**config.mk**
```make
export PLATFORM = sky130hd
export DESIGN_NAME = mcal_top
export DESIGN_NICKNAME = d
export VERILOG_FILES = /design/src/mcal_pkg.sv /design/src/mcal_top.sv /design/src/mcal_edge_sync.sv /design/src/mcal_clkgen.sv
export SDC_FILE = /design/constraint.sdc
export NUM_CORES = 1
export LEC_CHECK = 0
export ABC_AREA = 1
export BUFFER_PORTS_ARGS = -buffer_cell sky130_fd_sc_hd__buf_2
export CORE_MARGIN = 3
export CORE_UTILIZATION = 47
export CTS_CLUSTER_SIZE = 10
export DETAILED_ROUTE_END_ITERATION = 16
export PLACE_DENSITY = 0.89
export SLEW_MARGIN = 20
export SYNTH_ARGS = -nofsm -noshare
export SYNTH_HDL_FRONTEND = slang
export SYNTH_SLANG_ARGS = --single-unit
```
**constraint.sdc**
```tcl
create_clock -name ref_clk -period 1.53 [get_ports ref_clk]
set_input_delay 0 -clock ref_clk [delete_from_list [all_inputs] [get_ports ref_clk]]
set_output_delay 0 -clock ref_clk [all_outputs]
set_load 0.01 [all_outputs]
```
**src/mcal_pkg.sv**
```systemverilog
// Constants shared by the multi-device clock alignment block
// Function
// - Master enable drives a one-cycle alignment pulse every four system clocks.
// - Slave enable makes the device sample pulses arriving on its alignment input.
// - Slave compares its divider phase with the pulse; mismatch stalls one cycle.
// - Automatic alignment brings a slave into step within three quarter-rate periods.
// - Two-bit offset, default 00, adds zero to three cycles of pulse travel delay.
// - Slave out of step sets sync-lost status; reading it clears it.
// - Alignment runs regardless of status; mask bit holds sync-lost status low.
// - Manual software mode: commit clearing its bit stalls the divider one cycle.
// - Each single stall shifts the quarter-rate clock by one system clock.
// - Manual hardware mode stalls the divider once per alignment input rising edge.
// - Quarter-rate output clock is the system clock divided by four, driven out.
// - Function control register writes stay buffered until a commit strobe sampled on quarter-rate clock.
// - Strobe meeting set-up to quarter-rate clock gives constant latency.
package mcal_pkg;
    // ==========================================================
    // Bus layout
    localparam int          ADDR_W        = 8;
    localparam int          DATA_W        = 32;
    localparam logic [7:0]  OFF_FUNC_ONE  = 8'h00;
    localparam logic [7:0]  OFF_FUNC_TWO  = 8'h04;
    localparam logic [7:0]  OFF_IRQ_STAT  = 8'h08;
    localparam logic [7:0]  OFF_IRQ_MASK  = 8'h0c;
    localparam logic [7:0]  OFF_STATE     = 8'h10;
    // ==========================================================
    // function_control_one fields
    localparam int          F1_MAN_SW     = 0;
    localparam int          F1_MAN_HW     = 1;
    localparam logic [1:0]  F1_RESET      = 2'h0;
    // ==========================================================
    // function_control_two fields
    localparam int          F2_OFS_LO     = 0;
    localparam int          F2_OFS_HI     = 1;
    localparam int          F2_MASK       = 4;
    localparam int          F2_LOST       = 5;
    localparam int          F2_MASTER     = 6;
    localparam int          F2_SLAVE      = 7;
    localparam logic [7:0]  F2_RESET      = 8'h00;
    localparam logic [7:0]  F2_WMASK      = 8'hd3;
    // ==========================================================
    // Interrupt status bits
    localparam int          IRQ_W         = 3;
    localparam int          IRQ_LOST      = 0;
    localparam int          IRQ_COMMIT    = 1;
    localparam int          IRQ_STALL     = 2;
    // ==========================================================
    // Divider and alignment timing
    localparam logic [1:0]  PHASE_RESET   = 2'h0;
    localparam logic [1:0]  PHASE_RISE    = 2'h1;
    localparam logic [1:0]  PULSE_PHASE   = 2'h3;
    localparam logic [1:0]  ALIGN_LAT     = 2'h3;
endpackage

```
**src/mcal_top.sv**
```systemverilog
// Multi-device clock alignment block with APB register access
//
// The APB interface to the registers and the register addresses are this design's own decisions.
`timescale 1ns/1ps
`default_nettype none
module mcal_top
    import mcal_pkg::*;
(
    // Clock and reset
    input  wire logic                        ref_clk,
    input  wire logic                        sys_rst,
    // APB slave
    input  wire logic                        psel,
    input  wire logic                        penable,
    input  wire logic                        pwrite,
    input  wire logic [mcal_pkg::ADDR_W-1:0] paddr,
    input  wire logic [mcal_pkg::DATA_W-1:0] pwdata,
    output logic      [mcal_pkg::DATA_W-1:0] prdata,
    output logic                             pready,
    output logic                             pslverr,
    // Device pins
    input  wire logic                        sync_in,
    input  wire logic                        commit_in,
    output logic                             sync_out,
    output logic                             sync_clk_out,
    // Interrupt
    output logic                             irq
);
    import mcal_pkg::*;

    // ==========================================================
    // Signals
    logic [1:0]        fc1_buf_reg;
    logic [1:0]        fc1_act_reg;
    logic [7:0]        fc2_buf_reg;
    logic [7:0]        fc2_act_reg;
    logic              sync_lost_reg;
    logic [IRQ_W-1:0]  irq_stat_reg;
    logic [IRQ_W-1:0]  irq_mask_reg;
    logic              stall_reg;
    logic              commit_samp_reg;
    logic              sync_out_reg;
    logic              sync_clk_reg;
    logic              irq_reg;
    logic              pready_reg;
    logic              pslverr_reg;
    logic [DATA_W-1:0] prdata_reg;
    logic [1:0]        phase;
    logic              rise_tick;
    logic              sin_level;
    logic              sin_rise;
    logic              cmt_level;
    logic              access;
    logic              wr_en;
    logic              rd_en;
    logic              mapped;
    logic              commit_go;
    logic              act_master;
    logic              act_slave;
    logic              act_mask;
    logic              act_sw;
    logic              act_hw;
    logic [1:0]        act_ofs;
    logic [1:0]        expect_phase;
    logic              align_hit;
    logic              mismatch;
    logic              sw_stall;
    logic              hw_stall;
    logic              align_stall;
    logic [IRQ_W-1:0]  irq_events;

    // ==========================================================
    // Submodules
    mcal_edge_sync u_sin_sync (
        .ref_clk (ref_clk),
        .sys_rst (sys_rst),
        .pin_in  (sync_in),
        .level   (sin_level),
        .rise    (sin_rise)
    );

    mcal_edge_sync u_cmt_sync (
        .ref_clk (ref_clk),
        .sys_rst (sys_rst),
        .pin_in  (commit_in),
        .level   (cmt_level),
        .rise    ()
    );

    mcal_clkgen u_clkgen (
        .ref_clk   (ref_clk),
        .sys_rst   (sys_rst),
        .stall     (stall_reg),
        .phase     (phase),
        .rise_tick (rise_tick)
    );

    // ==========================================================
    // APB decode, one wait state per access
    assign access = psel && penable && pready_reg;
    assign wr_en  = access && pwrite;
    assign rd_en  = access && !pwrite;
    assign mapped = (paddr == OFF_FUNC_ONE) || (paddr == OFF_FUNC_TWO) ||
                    (paddr == OFF_IRQ_STAT) || (paddr == OFF_IRQ_MASK) ||
                    (paddr == OFF_STATE);

    always_ff @(posedge ref_clk) begin
        if (sys_rst) begin
            pready_reg  <= 1'b0;
            pslverr_reg <= 1'b0;
            prdata_reg  <= '0;
        end else begin
            pready_reg  <= psel && penable && !pready_reg;
            pslverr_reg <= psel && penable && !pready_reg && !mapped;
            prdata_reg  <= '0;
            if (psel && penable && !pready_reg && !pwrite) begin
                unique case (paddr)
                    OFF_FUNC_ONE: prdata_reg[1:0] <= fc1_buf_reg;
                    OFF_FUNC_TWO: begin
                        prdata_reg[7:0]     <= fc2_buf_reg;
                        prdata_reg[F2_LOST] <= sync_lost_reg;
                    end
                    OFF_IRQ_STAT: prdata_reg[IRQ_W-1:0] <= irq_stat_reg;
                    OFF_IRQ_MASK: prdata_reg[IRQ_W-1:0] <= irq_mask_reg;
                    OFF_STATE:    prdata_reg[1:0] <= phase;
                    default:      prdata_reg <= '0;
                endcase
            end
        end
    end

    // ==========================================================
    // Buffered control registers and directly written interrupt mask
    always_ff @(posedge ref_clk) begin
        if (sys_rst) begin
            fc1_buf_reg <= F1_RESET;
            fc2_buf_reg <= F2_RESET;
            irq_mask_reg <= '0;
        end else if (wr_en) begin
            if (paddr == OFF_FUNC_ONE) begin
                fc1_buf_reg <= pwdata[1:0];
            end
            if (paddr == OFF_FUNC_TWO) begin
                fc2_buf_reg <= pwdata[7:0] & F2_WMASK;
            end
            if (paddr == OFF_IRQ_MASK) begin
                irq_mask_reg <= pwdata[IRQ_W-1:0];
            end
        end
    end

    // Commit strobe oversampled on each quarter-rate rising edge
    always_ff @(posedge ref_clk) begin
        if (sys_rst) begin
            commit_samp_reg <= 1'b0;
        end else if (rise_tick) begin
            commit_samp_reg <= cmt_level;
        end
    end

    assign commit_go = rise_tick && cmt_level && !commit_samp_reg;

    always_ff @(posedge ref_clk) begin
        if (sys_rst) begin
            fc1_act_reg <= F1_RESET;
            fc2_act_reg <= F2_RESET;
        end else if (commit_go) begin
            fc1_act_reg <= fc1_buf_reg;
            fc2_act_reg <= fc2_buf_reg;
        end
    end

    assign act_sw     = fc1_act_reg[F1_MAN_SW];
    assign act_hw     = fc1_act_reg[F1_MAN_HW];
    assign act_master = fc2_act_reg[F2_MASTER];
    assign act_slave  = fc2_act_reg[F2_SLAVE] && !act_sw && !act_hw;
    assign act_mask   = fc2_act_reg[F2_MASK];
    assign act_ofs    = fc2_act_reg[F2_OFS_HI:F2_OFS_LO];

    // ==========================================================
    // Stall sources
    assign expect_phase = PULSE_PHASE + ALIGN_LAT + act_ofs;
    assign align_hit    = act_slave && sin_rise;
    assign mismatch     = align_hit && (phase != expect_phase);
    assign align_stall  = mismatch;
    assign sw_stall     = commit_go && act_sw && !fc1_buf_reg[F1_MAN_SW];
    assign hw_stall     = act_hw && sin_rise;

    always_ff @(posedge ref_clk) begin
        if (sys_rst) begin
            stall_reg <= 1'b0;
        end else begin
            stall_reg <= align_stall || sw_stall || hw_stall;
        end
    end

    // ==========================================================
    // Sync-lost status, set wins over read clear
    always_ff @(posedge ref_clk) begin
        if (sys_rst) begin
            sync_lost_reg <= 1'b0;
        end else if (act_mask) begin
            sync_lost_reg <= 1'b0;
        end else if (mismatch) begin
            sync_lost_reg <= 1'b1;
        end else if (rd_en && paddr == OFF_FUNC_TWO && prdata_reg[F2_LOST]) begin
            // Clear only a set that the read reported
            sync_lost_reg <= 1'b0;
        end
    end

    // ==========================================================
    // Interrupt status, mask and output
    assign irq_events[IRQ_LOST]   = mismatch;
    assign irq_events[IRQ_COMMIT] = commit_go;
    assign irq_events[IRQ_STALL]  = stall_reg;

    always_ff @(posedge ref_clk) begin
        if (sys_rst) begin
            irq_stat_reg <= '0;
        end else if (rd_en && paddr == OFF_IRQ_STAT) begin
            // Bits set after the read data was taken survive the clear
            irq_stat_reg <= (irq_stat_reg & ~prdata_reg[IRQ_W-1:0]) | irq_events;
        end else begin
            irq_stat_reg <= irq_stat_reg | irq_events;
        end
    end

    always_ff @(posedge ref_clk) begin
        if (sys_rst) begin
            irq_reg <= 1'b0;
        end else begin
            irq_reg <= |(irq_stat_reg & irq_mask_reg);
        end
    end

    // ==========================================================
    // Pin outputs
    always_ff @(posedge ref_clk) begin
        if (sys_rst) begin
            sync_out_reg <= 1'b0;
            sync_clk_reg <= 1'b0;
        end else begin
            sync_out_reg <= act_master && (phase == PULSE_PHASE) && !stall_reg;
            sync_clk_reg <= phase[1];
        end
    end

    assign sync_out     = sync_out_reg;
    assign sync_clk_out = sync_clk_reg;
    assign irq          = irq_reg;
    assign prdata       = prdata_reg;
    assign pready       = pready_reg;
    assign pslverr      = pslverr_reg;
endmodule
`default_nettype wire

```
**src/mcal_edge_sync.sv**
```systemverilog
// Two-stage synchroniser with rising edge detector for a pin input
`timescale 1ns/1ps
`default_nettype none
module mcal_edge_sync (
    // Clock and reset
    input  wire logic ref_clk,
    input  wire logic sys_rst,
    // Pin side
    input  wire logic pin_in,
    // Synchronised side
    output logic      level,
    output logic      rise
);
    logic meta_reg;
    logic sync_reg;
    logic last_reg;

    always_ff @(posedge ref_clk) begin
        if (sys_rst) begin
            meta_reg <= 1'b0;
            sync_reg <= 1'b0;
            last_reg <= 1'b0;
        end else begin
            meta_reg <= pin_in;
            sync_reg <= meta_reg;
            last_reg <= sync_reg;
        end
    end

    assign level = sync_reg;
    assign rise  = sync_reg & ~last_reg;
endmodule
`default_nettype wire

```
**src/mcal_clkgen.sv**
```systemverilog
// Divide-by-four clock generator state machine with single-cycle stall
`timescale 1ns/1ps
`default_nettype none
module mcal_clkgen
    import mcal_pkg::*;
(
    // Clock and reset
    input  wire logic       ref_clk,
    input  wire logic       sys_rst,
    // Control
    input  wire logic       stall,
    // State
    output logic [1:0]      phase,
    output logic            rise_tick
);
    logic [1:0] phase_reg;

    // Stall holds the phase, shifting the output by one system clock
    always_ff @(posedge ref_clk) begin
        if (sys_rst) begin
            phase_reg <= PHASE_RESET;
        end else if (!stall) begin
            phase_reg <= phase_reg + 2'h1;
        end
    end

    assign phase     = phase_reg;
    assign rise_tick = (phase_reg == PHASE_RISE) && !stall;
endmodule
`default_nettype wire

```
# Yosys cells after proc, flatten, opt, wreduce, memory -nomap -nowiden
# Cells that the tools add are included.
# totals
reg_bits	66
elab_cells	91
# op_classes
addsub	2
eq_ne	7
mux	5
bitwise	9
reduce_logical	45
# ops
operator	n
$logic_and 1x1->1	22
$eq 8x4->1 const B	2
$pmux 2 s5	1
$eq 8x3->1 const B	1
$eq 8x5->1 const B	1
$logic_not 1->1	8
$logic_not 8->1	1
$and 3x3->3	2
$logic_or 1x1->1	6
$or 3x3->3	2
$reduce_and 2->1	3
$reduce_or 3->1	2
$reduce_or 2->1	2
$mux 3	1
$not 1->1	3
$not 3->3	1
$add 2x1->2 const B	1
$add 2x2->2 const A	1
$eq 2x1->1 const B	1
$eq 2x2->1 const B	1
$mux 1	2
$ne 2x2->1	1
$pmux 1 s2	1
$reduce_bool 2->1	1
$and 1x1->1	1

# Longest topological paths before layout
# logic_depth
ltp_word	8
mapped_depth	10
ltp_nobuf	10

# Cells and area by module
# A second synthesis with hierarchy kept.
# hier_totals
hier_cells	269
area_unflattened_um2	1999.4
# modules_own_cells
mod	n_inst	cells_per_inst	area_per_inst_um2
mcal_top	1	233	1725.4
mcal_edge_sync	2	10	86.3
mcal_clkgen	1	16	101.3

# Worst setup path after synthesis
# OpenSTA, ideal clock, no wires.
# synth_timing
path_type	reg2reg
startpoint	reg u_clkgen.phase_reg[0] (netlist: u_clkgen.phase[0])
endpoint	reg stall_reg
setup_time_ns	0.056
arrival_ns	1.193
required_time_ns	1.474
setup_slack_ns	0.281
path_stages_with_launch	10
period_less_slack_ns	1.249
path_cell_list	dfxtp_1 -> ha_1 -> inv_1 -> nor2_1 -> nand3b_2 -> nor2_1 -> nand2_1 -> nand3_1 -> nand2_1 -> inv_1
# synth_via
elab_chain_len	8
word_cells_on_any_way	10
classes_between	eq/ne: 2; reduce/logical: 8
# synth_rtl
item	line	source
start, declared	mcal_clkgen.sv:16	logic [1:0] phase_reg;
start signal, assigned	mcal_clkgen.sv:23	phase_reg <= phase_reg + 2'h1;
$eq 2x1->1	mcal_clkgen.sv:28	assign rise_tick = (phase_reg == PHASE_RISE) && !stall;
$logic_and 1x1->1	mcal_clkgen.sv:28	
$logic_and 1x1->1 (2 in a row)	mcal_top.sv:161	assign commit_go = rise_tick && cmt_level && !commit_samp_reg;
$logic_and 1x1->1 (2 in a row)	mcal_top.sv:186	assign sw_stall = commit_go && act_sw && !fc1_buf_reg[F1_MAN_SW];
$logic_or 1x1->1 (*) (2 in a row)	mcal_top.sv:193	stall_reg <= align_stall || sw_stall || hw_stall;
end signal, assigned	mcal_top.sv:193	
end, declared	mcal_top.sv:40	logic stall_reg;
# Every way passes the cells marked *; elsewhere a longest branch is shown, timed or not.
# A chain may end at the register's enable or synchronous reset.

# Worst setup path in the final report
# layout_timing
startpoint	reg u_clkgen.phase_reg[1] (netlist: u_clkgen.phase[1])
endpoint	reg fc2_act_reg[6]
# layout_via
elab_chain_len	4
# layout_rtl
item	line	source
$eq 2x1->1	mcal_clkgen.sv:28	
$logic_and 1x1->1	mcal_clkgen.sv:28	
$logic_and 1x1->1 (2 in a row)	mcal_top.sv:161	
end signal, assigned	mcal_top.sv:169	fc2_act_reg <= fc2_buf_reg;
end, declared	mcal_top.sv:36	logic [7:0] fc2_act_reg;
# No other way between the ends.

==> report_table.html <==
<table>
<tr><th>Metric</th><th>Value</th></tr>
<tr><th colspan="2">Run status</th></tr>
<tr><td>Result of the run</td><td>finished, final reports clean</td></tr>
<tr><th colspan="2">Logic synthesis</th></tr>
<tr><td>Main combinational cell family by area after synthesis</td><td>simple AND/OR/NAND/NOR gates</td></tr>
<tr><td>Cell taking the most area after synthesis</td><td>dfxtp_1</td></tr>
<tr><td>Share of the synthesized netlist area taken by xor and xnor gates</td><td>0.00916</td></tr>
<tr><td>Number of synthesized register bits</td><td>42</td></tr>
<tr><td>Fraction of the yosys area taken by sequential cells</td><td>0.440</td></tr>
<tr><td>Synth Flop Type</td><td>dfxtp_1</td></tr>
<tr><td>Synth Cell Area</td><td>1910 sq um</td></tr>
<tr><td>Largest cells by area after synthesis</td><td>dfxtp_1 (44%), buf_4 (9.8%), nor2_1 (8.8%)</td></tr>
<tr><td>Syn Area/Cell</td><td>7.41 sq um</td></tr>
<tr><td>Fraction of synthesized cell area taken by the top area cell type</td><td>0.440</td></tr>
<tr><td>Area fraction in compound gates after synthesis</td><td>0.0890</td></tr>
<tr><td>Area share of fa/ha/maj cells after synthesis</td><td>0.0131</td></tr>
<tr><td>Simple-gate share of the synthesized area</td><td>0.285</td></tr>
<tr><td>Number of distinct standard cells referenced by the synthesized netlist</td><td>26</td></tr>
<tr><td>Number of flops mapped to enable cells by yosys</td><td>0</td></tr>
<tr><td>Number of instances in the synthesized netlist</td><td>258</td></tr>
<tr><td>Yosys warnings</td><td>0</td></tr>
<tr><td>Multiplexer fraction of the synthesized cell area</td><td>0</td></tr>
<tr><td>Async SR Flop Fraction</td><td>0</td></tr>
<tr><th colspan="2">STA</th></tr>
<tr><td>Setup repair after global routing missed its margin</td><td>no</td></tr>
<tr><td>Worst setup margin</td><td>0.232 ns</td></tr>
<tr><td>Fin Setup TNS</td><td>0 ns</td></tr>
<tr><td>Clock tree skew after final layout</td><td>0.00540 ns</td></tr>
<tr><td>Max frequency</td><td>0.770 GHz</td></tr>
<tr><td>Final hold violation count</td><td>0</td></tr>
<tr><td>Tmin final</td><td>1.30 ns</td></tr>
<tr><td>Portion of the clock cycle consumed by the worst path in the final layout</td><td>0.848</td></tr>
<tr><td>Number of pins with negative max-slew slack in the final report</td><td>0</td></tr>
<tr><td>Final setup vio count</td><td>0</td></tr>
<tr><th colspan="2">Layout</th></tr>
<tr><td>Net count, final</td><td>354</td></tr>
<tr><td>Core utilization of the finished layout</td><td>0.587</td></tr>
<tr><td>Multi-input combinational cell area</td><td>862 sq um</td></tr>
<tr><td>Fraction of layout cells with a size suffix above 1</td><td>0.193</td></tr>
<tr><td>Filler cells</td><td>355</td></tr>
<tr><td>Antenna cell count</td><td>0</td></tr>
<tr><td>Storage cell area</td><td>841 sq um</td></tr>
<tr><td>Flip-flop count of the largest register, all copies and words added</td><td>7</td></tr>
<tr><td>Area added between synthesis and finish</td><td>16.6%</td></tr>
<tr><th colspan="2">Floorplan</th></tr>
<tr><td>Horizontal die dimension</td><td>69.8 um</td></tr>
<tr><td>Standard-cell rows</td><td>22</td></tr>
<tr><td>Core outline area</td><td>3800 sq um</td></tr>
<tr><td>I/O Pins</td><td>84</td></tr>
<tr><td>Area enclosed by the die boundary</td><td>4870 sq um</td></tr>
<tr><td>Initial standard-cell utilization of the core</td><td>0.503</td></tr>
<tr><td>Chip Height</td><td>69.8 um</td></tr>
<tr><th colspan="2">Route</th></tr>
<tr><td>Mean routed wirelength per cell</td><td>10.7 um</td></tr>
<tr><td>Count of TritonRoute iterations in the first routing pass</td><td>4</td></tr>
<tr><td>Via count of the routed design</td><td>1,652</td></tr>
<tr><td>Detailed router's first-iteration violation count</td><td>60</td></tr>
<tr><td>Total detailed-routing wirelength</td><td>3770 um</td></tr>
<tr><td>Count of unresolved DRC violations after routing</td><td>0</td></tr>
<tr><td>Average vias per placed instance</td><td>4.67</td></tr>
<tr><td>Post-detailed-route count of antenna-violating nets</td><td>0</td></tr>
<tr><th colspan="2">Placement</th></tr>
<tr><td>Placer congestion estimate</td><td>0.800</td></tr>
<tr><td>Detailed placement HPWL</td><td>2790 um</td></tr>
<tr><td>IO buf count</td><td>32</td></tr>
<tr><td>Setup Slack @ Placement</td><td>0.169 ns</td></tr>
<tr><th colspan="2">CTS</th></tr>
<tr><td>Cts bufs inserted</td><td>5</td></tr>
<tr><td>Root buffer cell</td><td>clkbuf_8</td></tr>
<tr><td>Clock-pin slew of the registers on the worst-case setup and hold paths</td><td>0.08 ns</td></tr>
<tr><td>CTS tree</td><td>built</td></tr>
<tr><td>Total number of clock tree sinks</td><td>42</td></tr>
<tr><td>Clock network latency to the later pin of the worst-skew pair</td><td>0.30 ns</td></tr>
<tr><td>Count of H-tree levels built during CTS</td><td>2</td></tr>
<tr><td>Post CTS Setup Buffer Count</td><td>0</td></tr>
<tr><td>CTS max path bufs</td><td>2</td></tr>
<tr><th colspan="2">Setup path</th></tr>
<tr><td>First element of the critical path</td><td>u_clkgen.phase[1]$_SDFFE_PP0N_</td></tr>
<tr><td>FF-to-FF End</td><td>fc2_act_reg[6]$_SDFFE_PP0P_</td></tr>
<tr><td>Type of element capturing the critical path</td><td>flop</td></tr>
<tr><td>Nature of the critical path startpoint</td><td>flop</td></tr>
<tr><td>RR Startpoint</td><td>u_clkgen.phase[1]$_SDFFE_PP0N_</td></tr>
<tr><td>Crit path max-delay family</td><td>flip-flops</td></tr>
<tr><td>Peak per-stage delay on the critical path</td><td>0.32 ns</td></tr>
<tr><td>Critical Path Sink</td><td>fc2_act_reg[6]$_SDFFE_PP0P_</td></tr>
<tr><td>Largest fanout on the critical path</td><td>9</td></tr>
<tr><td>Instance count on the critical path</td><td>8</td></tr>
<tr><td>Minimum setup slack among reg-to-reg paths</td><td>0.23 ns</td></tr>
<tr><td>Number of cells on the worst reg-to-reg path</td><td>8</td></tr>
<tr><td>Arrival time worst endpoint</td><td>1.53 ns</td></tr>
<tr><td>Cell at the slowest stage of the critical path</td><td>dfxtp_1</td></tr>
<tr><td>Worst EP required</td><td>1.76 ns</td></tr>
<tr><td>Worst Path Class, Setup</td><td>reg -&gt; reg</td></tr>
<tr><td>List of cells traversed by the critical path</td><td>inv_1 -&gt; ha_1 -&gt; inv_1 -&gt; nor2_2 -&gt; nand3b_4 -&gt; inv_2 -&gt; o21ai_0 -&gt; a21oi_1</td></tr>
<tr><td>Buffers plus inverters on the worst setup path</td><td>3</td></tr>
<tr><td>Cell with the most instances on the worst path</td><td>inv_1</td></tr>
<tr><th colspan="2">Power and ir drop</th></tr>
<tr><td>Power per cell area</td><td>910 nW/um^2</td></tr>
<tr><td>VDD IR-drop max</td><td>0.601 mV</td></tr>
<tr><td>Cell leakage power</td><td>0.00106 uW</td></tr>
<tr><th colspan="2">GRT</th></tr>
<tr><td>Maximum number of pins on one net before global-route repair</td><td>19</td></tr>
<tr><td>Via count of the first global-routing pass</td><td>1,484</td></tr>
<tr><td>Number of antenna violations at the first check in global routing</td><td>0</td></tr>
<tr><td>Global routing usage summed across all routing layers</td><td>0.162</td></tr>
<tr><td>Total congestion overflow after global routing</td><td>0</td></tr>
<tr><td>Wire length of the first global-routing pass</td><td>6330 um</td></tr>
<tr><th colspan="2">Min path</th></tr>
<tr><td>Class of the tightest hold or removal check</td><td>in -&gt; reg</td></tr>
<tr><th colspan="2">Run</th></tr>
<tr><td>Max-cap violation count</td><td>0</td></tr>
</table>
what timing repair did:
action / CTS / global route
gates resized for setup: 0 / 2
hold buffers: 8 / 0
setup endpoints to repair: 0 / 4
endpoints found under the hold margin: 10 / 0
how the worst min path moves through the flow:
stage / startpoint / end / depth (start not counted)
finish: sys_rst / u_sin_sync.meta_reg$_SDFF_PP0_ / 2
global route: sys_rst / u_sin_sync.level$_SDFF_PP0_ / 2
CTS: sys_rst / u_cmt_sync.level$_SDFF_PP0_ / 2
detailed placement: commit_in / u_cmt_sync.meta_reg$_SDFF_PP0_ / 3
global placement: sync_in / u_sin_sync.meta_reg$_SDFF_PP0_ / 3
floorplan: sys_rst / irq_stat_reg[0]$_SDFF_PP0_ / 1
metal layers:
metal | up-vias | track usage | share of wire
li1 | 855 | - | -
met1 | 725 | 0.185 | 0.43
met2 | 62 | 0.277 | 0.47
met3 | 10 | 0.0522 | 0.072
met4 | 0 | 0.0681 | 0.024
met5 | - | 0 | 0
cells in the final DEF, fill, tap and decap left out, drive strengths merged, types with 2 or more instances in the layout:
cell type    Yosys  layout
a21oi           13      13
buf             25      35
clkbuf           2       5
clkinv           1       3
conb             1      25
dfxtp           42      42
dlygate4sd3      0       8
ha               2       2
inv             29      29
nand2           41      41
nand3           22      22
nor2            52      52
nor3             4       4
o21ai           18      18
per-stage QoR:
stage / total power (uW) / instances / hold WS [ns] / instance area, sq um
6_report: 2030 / 354 / 0.0499 / 2230
5_1_grt: 2110 / 354 / 0.0578 / 2230
4_1_cts: 2040 / 354 / 0.0413 / 2220
3_5_place_dp: 1320 / 338 / 0.209 / 2050
3_3_place_gp: 1320 / 338 / 0.206 / 2050
2_1_floorplan: 1310 / 282 / 0.0691 / 2000
area by class of cell:
type	instances	share of cell area
timing repair buffer	43	0.118
clock buffer	5	0.0309
inverter	30	0.0511
multi-input combinational	183	0.387
tap	48	0.0269
sequential	42	0.377
clock inverter	3	0.00954
cell usage after synthesis, drive strengths merged (2+ instances only):
| cell type | n |
|---|---|
| nor2 | 52 |
| dfxtp | 42 |
| nand2 | 41 |
| inv | 29 |
| buf | 25 |
| nand3 | 22 |
| o21ai | 18 |
| a21oi | 13 |
| nor3 | 4 |
| clkbuf | 2 |
| ha | 2 |
where the power goes:
| part | internal (uW) | total (uW) | switching (uW) |
|---|---|---|---|
| clock network | 320 | 711 | 390 |
| registers | 1110 | 1120 | 11.0 |
| logic | 73.7 | 194 | 120 |
logic make-up (layout without fill, tap and decap cells):
family	count (synthesis)	after routing
AO/OA/AOI/OAI	33	33
XOR/XNOR	2	2
adder cells (fa/ha/maj)	2	2
buffers and inverters	57	81
flip-flops	42	42
other	1	25
AND/OR/NAND/NOR	121	121
Power figures use the tool's default switching activity.
